File: src/rtl/davi_map.vh
// Purpose: constants for the delta angle / delta velocity integrator
// Assumes: 16-bit register words, byte-style offsets as printed
// Notes: header only, definitions and no logic
`ifndef DAVI_MAP_VH
`define DAVI_MAP_VH
// register offsets (8-bit address)
`define DAVI_X_ANG_LOW 8'h24
`define DAVI_X_ANG_HIGH 8'h26
`define DAVI_Y_ANG_LOW 8'h28
`define DAVI_Y_ANG_HIGH 8'h2a
`define DAVI_Z_ANG_LOW 8'h2c
`define DAVI_Z_ANG_HIGH 8'h2e
`define DAVI_X_VEL_LOW 8'h30
`define DAVI_X_VEL_HIGH 8'h32
`define DAVI_Y_VEL_LOW 8'h34
`define DAVI_Y_VEL_HIGH 8'h36
`define DAVI_Z_VEL_LOW 8'h38
`define DAVI_Z_VEL_HIGH 8'h3a
`define DAVI_DEC_SET 8'h64
// widths and values
`define DAVI_SW 16
`define DAVI_AW 40
`define DAVI_DEC_RST 16'h0000
`define DAVI_ZERO16 16'h0000
`define DAVI_POS_MAX 32'h7fffffff
`define DAVI_NEG_MAX 32'h80000000
// accumulator bits below the output lsb (divide by 2*fs folded into scale)
`define DAVI_FRAC 8
// nominal internal sample rate, samples per second
`define DAVI_FS_SPS 2000
`define DAVI_CLK_HZ 10000000
`define DAVI_SAMPLE_CYC (`DAVI_CLK_HZ / `DAVI_FS_SPS)
`define DAVI_SAMPLE_CYC_W 13
`endif

File: src/rtl/davi_axis.v
// Purpose: one axis trapezoidal integrator with saturation to 32 bits
// Assumes: sample_tick one cycle per new sample; dump, sampled only with sample_tick, ends a period
// Notes: result updates whole 32 bits at once
`timescale 1ns/1ns
`default_nettype none
`include "davi_map.vh"
module davi_axis
(
  input wire mclk,
  input wire nrst,
  input wire sample_tick,
  input wire dump,
  input wire signed [15:0] sample,
  output reg [31:0] result
);
// ============================================================
// integration
reg signed [15:0] prev;
reg signed [`DAVI_AW-1:0] acc;
wire signed [`DAVI_AW-1:0] pair_sum;
wire signed [`DAVI_AW-1:0] acc_new;
wire signed [`DAVI_AW-1:0] scaled;
// sample plus predecessor; the 1/(2 fs) factor is a fixed scale
assign pair_sum = {{(`DAVI_AW-16){sample[15]}}, sample} + {{(`DAVI_AW-16){prev[15]}}, prev};
assign acc_new = acc + pair_sum;
assign scaled = acc_new >>> `DAVI_FRAC;
// accumulate, dump at the period boundary and restart
always @(posedge mclk or negedge nrst)
begin
  if (!nrst)
  begin
    prev <= 16'sh0000;
    acc <= {`DAVI_AW{1'b0}};
    result <= 32'h00000000;
  end
  else if (sample_tick)
  begin
    prev <= sample;
    if (dump)
    begin
      acc <= {`DAVI_AW{1'b0}};
      // saturate at the 32-bit ends, both halves move together
      if (scaled > $signed({{(`DAVI_AW-32){1'b0}}, `DAVI_POS_MAX}))
        result <= `DAVI_POS_MAX;
      else if (scaled < $signed({{(`DAVI_AW-32){1'b1}}, `DAVI_NEG_MAX}))
        result <= `DAVI_NEG_MAX;
      else
        result <= scaled[31:0];
    end
    else
      acc <= acc_new;
  end
end
endmodule
`default_nettype wire

File: src/rtl/davi_top.v
// Operation
// - velocity per axis sums each accel sample plus predecessor, scaled by 1/(2fs).
// - integration length is decimation setting plus one samples.
// - internal sample clock runs at nominal 2000 samples per second.
// - x angle low word at 0x24, high at 0x26, read-only.
// - y angle low word at 0x28, high at 0x2a, read-only.
// - z angle low word at 0x2c, high at 0x2e, read-only.
// - high angle word twos complement, zero reads 0x0000.
// - 16-bit high word spans 0x8000 to 0x7fff.
// - high plus low form 32-bit twos complement, saturating at ends.
// - each velocity axis has high and low words forming 32 bits.
// - angle per axis uses same trapezoidal sum of rate samples.
// - angle full scale is a variant parameter: 360, 720 or 2160; here ANGLE_RANGE_DEG is declared but not used.
// - velocity high word twos complement over plus or minus 100 m/s.
//
// Purpose: six-axis delta angle and delta velocity registers
// Assumes: gyro and accel samples arrive synchronous to mclk
// Notes: reads are one cycle late, writes only reach the decimation setting
//
// The implementer's own choice: strobed register access.
`timescale 1ns/1ns
`default_nettype none
`include "davi_map.vh"
module davi_top
#(
  parameter ANGLE_RANGE_DEG = 360
)
(
  input wire mclk,
  input wire nrst,
  input wire ext_sample_en,
  input wire ext_sample_tick,
  input wire [47:0] gyro_samples,
  input wire [47:0] accel_samples,
  input wire [7:0] reg_addr,
  input wire [15:0] reg_wdata,
  input wire reg_wr,
  input wire reg_rd,
  output reg [15:0] reg_rdata,
  output reg sample_ready_pin,
  output reg [15:0] decimation_setting
);
// ============================================================
// sample clock
// internal rate derived from mclk; external tick replaces it when enabled
reg [`DAVI_SAMPLE_CYC_W-1:0] div_cnt;
reg int_tick;
wire sample_tick;
always @(posedge mclk or negedge nrst)
begin
  if (!nrst)
  begin
    div_cnt <= {`DAVI_SAMPLE_CYC_W{1'b0}};
    int_tick <= 1'b0;
  end
  else if (div_cnt == `DAVI_SAMPLE_CYC - 1)
  begin
    div_cnt <= {`DAVI_SAMPLE_CYC_W{1'b0}};
    int_tick <= 1'b1;
  end
  else
  begin
    div_cnt <= div_cnt + 1'b1;
    int_tick <= 1'b0;
  end
end
assign sample_tick = ext_sample_en ? ext_sample_tick : int_tick;
// ============================================================
// decimation period counter
// a new setting takes effect at the next period start, so the running
// period is never cut short
reg [15:0] dec_cnt;
reg [15:0] dec_active;
wire dump;
assign dump = (dec_cnt == dec_active);
always @(posedge mclk or negedge nrst)
begin
  if (!nrst)
  begin
    dec_cnt <= `DAVI_ZERO16;
    dec_active <= `DAVI_DEC_RST;
  end
  else if (sample_tick)
  begin
    if (dump)
    begin
      dec_cnt <= `DAVI_ZERO16;
      dec_active <= decimation_setting;
    end
    else
      dec_cnt <= dec_cnt + 1'b1;
  end
end
// data ready pulse, raised at the same edge the results load
always @(posedge mclk or negedge nrst)
begin
  if (!nrst)
    sample_ready_pin <= 1'b0;
  else
    sample_ready_pin <= sample_tick & dump;
end
// ============================================================
// integrators, one per axis per quantity
// index 0..2 angle x,y,z; 3..5 velocity x,y,z
wire [31:0] results [0:5];
wire [95:0] all_samples;
assign all_samples = {accel_samples, gyro_samples};
genvar gi;
generate
  for (gi = 0; gi < 6; gi = gi + 1)
  begin : g_axis
    davi_axis u_axis
    (
      .mclk(mclk),
      .nrst(nrst),
      .sample_tick(sample_tick),
      .dump(dump),
      .sample(all_samples[gi*16 +: 16]),
      .result(results[gi])
    );
  end
endgenerate
// ============================================================
// register write: only the decimation setting is writable
always @(posedge mclk or negedge nrst)
begin
  if (!nrst)
    decimation_setting <= `DAVI_DEC_RST;
  else if (reg_wr && reg_addr == `DAVI_DEC_SET)
    decimation_setting <= reg_wdata;
end
// ============================================================
// register read mux; output words are read-only, writes to them ignored
// raw 32-bit twos complement, high word on top
reg [15:0] next_rdata;
always @*
begin
  next_rdata = `DAVI_ZERO16;
  case (reg_addr)
    `DAVI_X_ANG_LOW: next_rdata = results[0][15:0];
    `DAVI_X_ANG_HIGH: next_rdata = results[0][31:16];
    `DAVI_Y_ANG_LOW: next_rdata = results[1][15:0];
    `DAVI_Y_ANG_HIGH: next_rdata = results[1][31:16];
    `DAVI_Z_ANG_LOW: next_rdata = results[2][15:0];
    `DAVI_Z_ANG_HIGH: next_rdata = results[2][31:16];
    `DAVI_X_VEL_LOW: next_rdata = results[3][15:0];
    `DAVI_X_VEL_HIGH: next_rdata = results[3][31:16];
    `DAVI_Y_VEL_LOW: next_rdata = results[4][15:0];
    `DAVI_Y_VEL_HIGH: next_rdata = results[4][31:16];
    `DAVI_Z_VEL_LOW: next_rdata = results[5][15:0];
    `DAVI_Z_VEL_HIGH: next_rdata = results[5][31:16];
    `DAVI_DEC_SET: next_rdata = decimation_setting;
    default: next_rdata = `DAVI_ZERO16;
  endcase
end
// read data stands only in the cycle after the strobe
always @(posedge mclk or negedge nrst)
begin
  if (!nrst)
    reg_rdata <= `DAVI_ZERO16;
  else if (reg_rd)
    reg_rdata <= next_rdata;
  else
    reg_rdata <= `DAVI_ZERO16;
end
endmodule
`default_nettype wire

File: config.mk
export PLATFORM = sky130hd
export DESIGN_NAME = davi_top
export DESIGN_NICKNAME = d
export VERILOG_FILES = /design/src/rtl/davi_axis.v /design/src/rtl/davi_top.v
export VERILOG_INCLUDE_DIRS = /design/src /design/src/rtl
export SDC_FILE = /design/constraint.sdc
export NUM_CORES = 2
export LEC_CHECK = 0
export CAP_MARGIN = 20
export CORE_AREA = 2 2 304 306
export CTS_CLUSTER_SIZE = 20
export DETAILED_ROUTE_END_ITERATION = 10
export DIE_AREA = 0 0 306 308
export DONT_BUFFER_PORTS = 1
export PLACE_DENSITY = 0.6
export SYNTH_ARGS = -nofsm -noshare
export SYNTH_HDL_FRONTEND = slang
export SYNTH_HIERARCHICAL = 1
export SYNTH_SLANG_ARGS = --single-unit
File: constraint.sdc
create_clock -name mclk -period 9.7 [get_ports mclk]
set_input_delay 0.485 -clock mclk [delete_from_list [all_inputs] [get_ports mclk]]
set_output_delay 0.485 -clock mclk [all_outputs]
set_load 0.02 [all_outputs]
Yosys cells after proc, flatten, opt, wreduce, memory -nomap -nowiden
Cells that the tools add are included. W data, S select, Z words.

$add $sub $neg: 14. $lt $le $gt $ge: 12. Eq/ne operators: 15. Multiplexer cells: 24. Bitwise logic cells: 1. Reduce and logical (&&, ||, !) cells: 2.

Operators with widths (count): $mux W32 (12); $add A40 B17 Y40 (6); $mux W40 (6); $pmux W16 S13 (1); $gt A32 B32 Y1 const B (6); $lt A32 B32 Y1 const B (6); $add A16 B16 Y17 (6); $eq A8 B6 Y1 const B (12); $mux W16 (2); $add A16 B1 Y16 const B (1); $eq A16 B16 Y1 (1); $add A13 B1 Y13 const B (1); $eq A13 B13 Y1 const B (1); $mux W13 (1); $eq A8 B7 Y1 const B (1); $mux W1 (2); $reduce_and A2 Y1 (1); $and A1 B1 Y1 (1); $logic_and A1 B1 Y1 (1).

Flip-flop bits (word level): 607. Bits of input ports: 126. Output and inout bits: 33. Logic and storage cells: 93.

Logic depth before layout (Yosys ltp)
Depth in word-level cells: 5. Depth in mapped cells: 12. Mapped depth without buffers: 12.

By module
The synthesis kept the hierarchy.

By module, submodules not included: davi_axis (g_axis[3].u_axis ...) (times used 3, cells each 635, area an instance 6443.7 um^2, sequential area each 2202.1 um^2); davi_axis (g_axis[1].u_axis) (times used 1, cells each 639, area an instance 6480.0 um^2, sequential area each 2202.1 um^2); davi_axis (g_axis[0].u_axis) (times used 1, cells each 646, area an instance 6359.8 um^2, sequential area each 2202.1 um^2); davi_axis (g_axis[2].u_axis) (times used 1, cells each 606, area an instance 6158.4 um^2, sequential area each 2202.1 um^2); davi_top (times used 1, cells each 489, area an instance 4986.0 um^2, sequential area each 1976.9 um^2).

Worst setup path before layout
No wires, ideal clock.

Path kind: reg2reg. From: register g_axis[2].u_axis.prev[15]. To: register g_axis[2].u_axis.acc[36]. Library setup time: 132 ps. Arrival: 3695 ps. Required time: 9568 ps. Setup slack: 5874 ps. Cell stages (with the launch flop): 11. Buffers on the path: 0. Clock period less this slack: 3826 ps. Path through: dfrtp_1 fa_1 ha_1 nand2_1 a2111oi_4 a211oi_1 a21oi_2 a41oi_2 o41ai_2 xnor2_1 o2bb2ai_1.

Longest elaborated chain between the ends: 3.

Ends and longest elaborated chain: start: declaration (RTL line davi_axis.v:18) `reg signed [15:0] prev;`; start signal: assignment (RTL line davi_axis.v:38) `prev <= sample;`; $add A16 B16 Y17 (RTL line davi_axis.v:24) `` assign pair_sum = {{(`DAVI_AW-16){sample[15]}}, sample} + {{(`DAVI_AW-16){prev[15]}}, prev}; ``; $add A40 B17 Y40 (RTL line davi_axis.v:25) `assign acc_new = acc + pair_sum;`; $mux W40 (RTL line davi_axis.v:39) `if (dump)`; end signal: assignment (RTL line davi_axis.v:33) `` acc <= {`DAVI_AW{1'b0}}; ``; end signal: assignment (RTL line davi_axis.v:41) `` acc <= {`DAVI_AW{1'b0}}; ``; end signal: assignment (RTL line davi_axis.v:51) `acc <= acc_new;`; end: declaration (RTL line davi_axis.v:19) `` reg signed [`DAVI_AW-1:0] acc; ``.

Every way passes these cells. A chain may end at the register's enable or synchronous reset.

Worst setup path after layout
From: register g_axis[2].u_axis.prev[15]. To: register g_axis[2].u_axis.result[26].

Longest elaborated chain between the ends: 5. Elaborated cells on any way between the ends: 6. Classes of those cells: add/sub (2); order compare (2); mux (2).

Ends and longest elaborated chain: $add A16 B16 Y17 (*) (RTL line davi_axis.v:24); $add A40 B17 Y40 (*) (RTL line davi_axis.v:25); $lt A32 B32 Y1 (RTL line davi_axis.v:45) `` else if (scaled < $signed({{(`DAVI_AW-32){1'b1}}, `DAVI_NEG_MAX})) ``; $mux W32 (RTL line davi_axis.v:45); $mux W32 (*) (RTL line davi_axis.v:43) `` if (scaled > $signed({{(`DAVI_AW-32){1'b0}}, `DAVI_POS_MAX})) ``; end signal: assignment (RTL line davi_axis.v:44) `` result <= `DAVI_POS_MAX; ``; end signal: assignment (RTL line davi_axis.v:46) `` result <= `DAVI_NEG_MAX; ``; end signal: assignment (RTL line davi_axis.v:48) `result <= scaled[31:0];`; end: declaration (RTL line davi_axis.v:14) `output reg [31:0] result`.

Every way passes the cells marked *; elsewhere a longest branch is shown, timed or not.

==> metrics.md <==
| Metric | Value |
|---|---|
| # IOs | 159 |
| Tcrit/Tclk final | 0.392 |
| Setup_tns | 0 ns |
| RSZ-0062 raised after global routing | no |
| Pwr per Cell Area | 398 nW/um^2 |
| Number of port buffers | 0 |
| Syn Inst Count | 4285 |
| Crit path max fanout | 26 |
| Hold Fails Final Rpt | 607 |
| Post-synthesis compound-gate area fraction | 0.227 |
| Synth area leaders | dfrtp_1 (35%), fa_1 (11%), ha_1 (6.8%), nand2_1 (3.8%), a21oi_1 (3.7%) |
| R2R Path Start | g_axis[2].u_axis/prev[15]$_DFFE_PN0P_ |
| Ys async rst share | 1.00 |
| Initial DRC count | 2899 |
| Clock slew at reported path FFs | 0.06 ns |
| DRT Pass-1 Iters | 6 |
| DIE AREA | 94200 sq um |
| Layout Nets | 4875 |
| EDFF count, synth | 0 |
| Most common cell after layout, fill and taps aside | dfrtp_1 |
| CP arrival | 4.31 ns |
| Finish-stage setup viols | 0 |
| Initial antenna violation count | 7 |
| Leakage | 0.0199 uW |
| Commonest non-fill, non-tap cells in the layout | dfrtp_1 (607), nand2_1 (428), a21oi_1 (320), o21ai_0 (292), fa_1 (240) |
| Routed Antenna Nets | 0 |
| CP Class | register to register |
| # hold bufs at CTS | 112 |
| Worst slew pin tran | 1.97 ns |
| Critical path required time | 10.21 ns |
| First-pass GRT wire length | 197000 microns |
| Via/cell ratio | 6.11 |
| Gr usage total | 0.267 |
| Syn Area/Cell | 10.1 sq um |
| Setup crit start kind | register |
| Largest net degree at the start of global routing | 608 |
| Area growth syn-to-layout | 9.88% |
| Status | finished with violations |
| Setup crit start | g_axis[2].u_axis/prev[15]$_DFFE_PN0P_ |
| Vias in the first global route | 33400 |
| Total CTS buffers | 72 |
| Post-Synth Simple-Gate Area | 0.116 |
| Ys flop type | dfrtp_1 |
| Max-cap violation count | 0 |
| DRC Markers | 0 |
| Xor/xnor cell area share of the yosys netlist | 0.0475 |
| Max-slew violations | 409 |
| Unique masters post-synth | 124 |
| Critical path capture point type | register |
| Htree depth | 3 |
| Die width | 306 microns |
| Worst slew margin | -0.314 |
| Clock skew | 0.0256 ns |
| Drt wl/cell | 22.7 microns |
| Top cell type's share of synthesized area | 0.351 |
| Post-synthesis mux area share | 0.0439 |
| Seq/Total Area, Yosys | 0.351 |
| Starting density of the core | 0.476 |
| Worst hold path class | input pin to async pin |
| DP Wirelength | 92500 microns |
| Achievable Freq | 0.263 GHz |
| Total power | 18900 uW |
| Cell Area, Synth | 43300 sq um |
| Chip height | 308 microns |
| Bufs on Longest Clock Path | 3 |
| Largest family of logic cells by synthesized area | compound AO/OA/AOI/OAI gates |
| Gpl congestion | 0.966 |
| Post-synth top area cell | dfrtp_1 |
| Routed vias | 33700 |
| Post-CTS sizing | 0 |
| Final wirelength | 125000 microns |
| WHS | -0.401 ns |
| Worst-Skew Late Latency | 0.66 ns |
| Synth warnings | 6 |
| # fillers | 8182 |
| Yosys reg bits | 607 |
| Failing checks | hold timing, slew limit |
| Root Driver | clkbuf_16 |
| CTS Sinks | 607 |
| Post-route minimum period | 3.80 ns |
| Peak supply drop | 0.190 mV |
| Synth Area in Adders | 0.179 |
| # rows | 111 |
| GRT overflow | 0 |
| Core area | 91000 sq um |
| Post-CTS setup buffer count | 0 |
| CTS tree | built |
| Proportion of layout cells with a drive suffix above 1 | 0.103 |
| Post-Syn Nets | 4887 |
final timing paths:
check / end / slack (ns) / cells after the start
min in group mclk: g_axis[5].u_axis/acc[0]$_DFFE_PN0P_ / 0.16 / 3
max in group asynchronous: g_axis[1].u_axis/acc[37]$_DFFE_PN0P_ / 8.59 / 0
max: g_axis[2].u_axis/result[26]$_DFFE_PN0P_ / 5.90 / 10
min: g_axis[0].u_axis/acc[0]$_DFFE_PN0P_ / -0.40 / 0
max reg2reg: g_axis[2].u_axis/result[26]$_DFFE_PN0P_ / 5.90 / 10
min reg2reg: div_cnt[0]$_DFF_PN0_ / 0.47 / 1
cells by family (layout without fill, tap and decap cells):
logic type      count (synthesis)  count (layout)
compound gates               1417            1417
xor+xnor                      235             235
fa+ha+maj                     476             476
buf+inv                       334             375
flops                         607             607
mux                           168             168
other cells                     0               1
simple gates                 1048            1048
layout make-up:
| type | instances | area [sq um] | share of cell area |
|---|---|---|---|
| Multi-Input combinational cell | 3344 | 26600 | 0.560 |
| Sequential cell | 607 | 15200 | 0.319 |
| Clock buffer | 92 | 2030 | 0.0426 |
| Tap cell | 1186 | 1480 | 0.0312 |
| Timing Repair Buffer | 149 | 1420 | 0.0299 |
| Clock inverter | 35 | 440 | 0.00925 |
| Inverter | 99 | 379 | 0.00797 |
| Antenna cell | 1 | 2.50 | 0.0000526 |
Yosys cell counts, types with 51 or more instances:
cell type  number
o2bb2ai_1     166
xnor2_1       139
nand4_1       116
nor3_1         52
o21ai_0       292
ha_1          236
mux2_2        133
nand2_1       433
inv_1          99
a21oi_1       320
clkbuf_1      140
nor2_1        202
fa_1          240
dfrtp_1       607
o21ai_1        60
a21o_1         90
xor2_1         96
nand3_1        51
worst max-delay path, cell delays in order, from the launching register on:
cell and delay (ns):
dfrtp_1 0.32, buf_4 0.46, fa_1 0.53, ha_1 0.39
a21oi_1 0.26, o21ai_0 0.17, nor4b_1 0.63, o31ai_1 0.33
a21boi_0 0.29, xor2_1 0.20, o21ai_0 0.09
registers in the layout (all words and copies together) (netlist names):
register              count
dec_active               16
int_tick                  1
reg_rdata                16
dec_cnt                  16
g_axis.u_axis/prev       96
decimation_setting       16
sample_ready_pin          1
g_axis.u_axis/result    192
div_cnt                  13
g_axis.u_axis/acc       240
per-stage QoR:
step / cell area [sq um] / setup slack, ns / util / cells
after floorplan: 43300 / 5.87 / - / 4285
after global placement: 44000 / 5.90 / 0.483 / 5271
after detailed placement: 44000 / 5.87 / 0.483 / 5271
after CTS: 47600 / 5.90 / 0.523 / 5510
after global routing: 47600 / 5.55 / 0.523 / 5512
final: 47600 / 5.90 / 0.523 / 5513
per-layer routing:
| metal | vias up | GRT usage | part of all wire |
|---|---|---|---|
| met1 | 16800 | 0.384 | 0.46 |
| met3 | 188 | 0.0563 | 0.070 |
| li1 | 15700 | - | - |
| met5 | - | 0 | 0.00011 |
| met2 | 1004 | 0.410 | 0.44 |
| met4 | 2 | 0.0701 | 0.026 |
where the power goes:
part	internal (uW)	total, uW	switching [uW]
sequential	3250	3820	573
clock	1640	2820	1180
combinational	4530	12300	7760
Power figures use the tool's default switching activity.
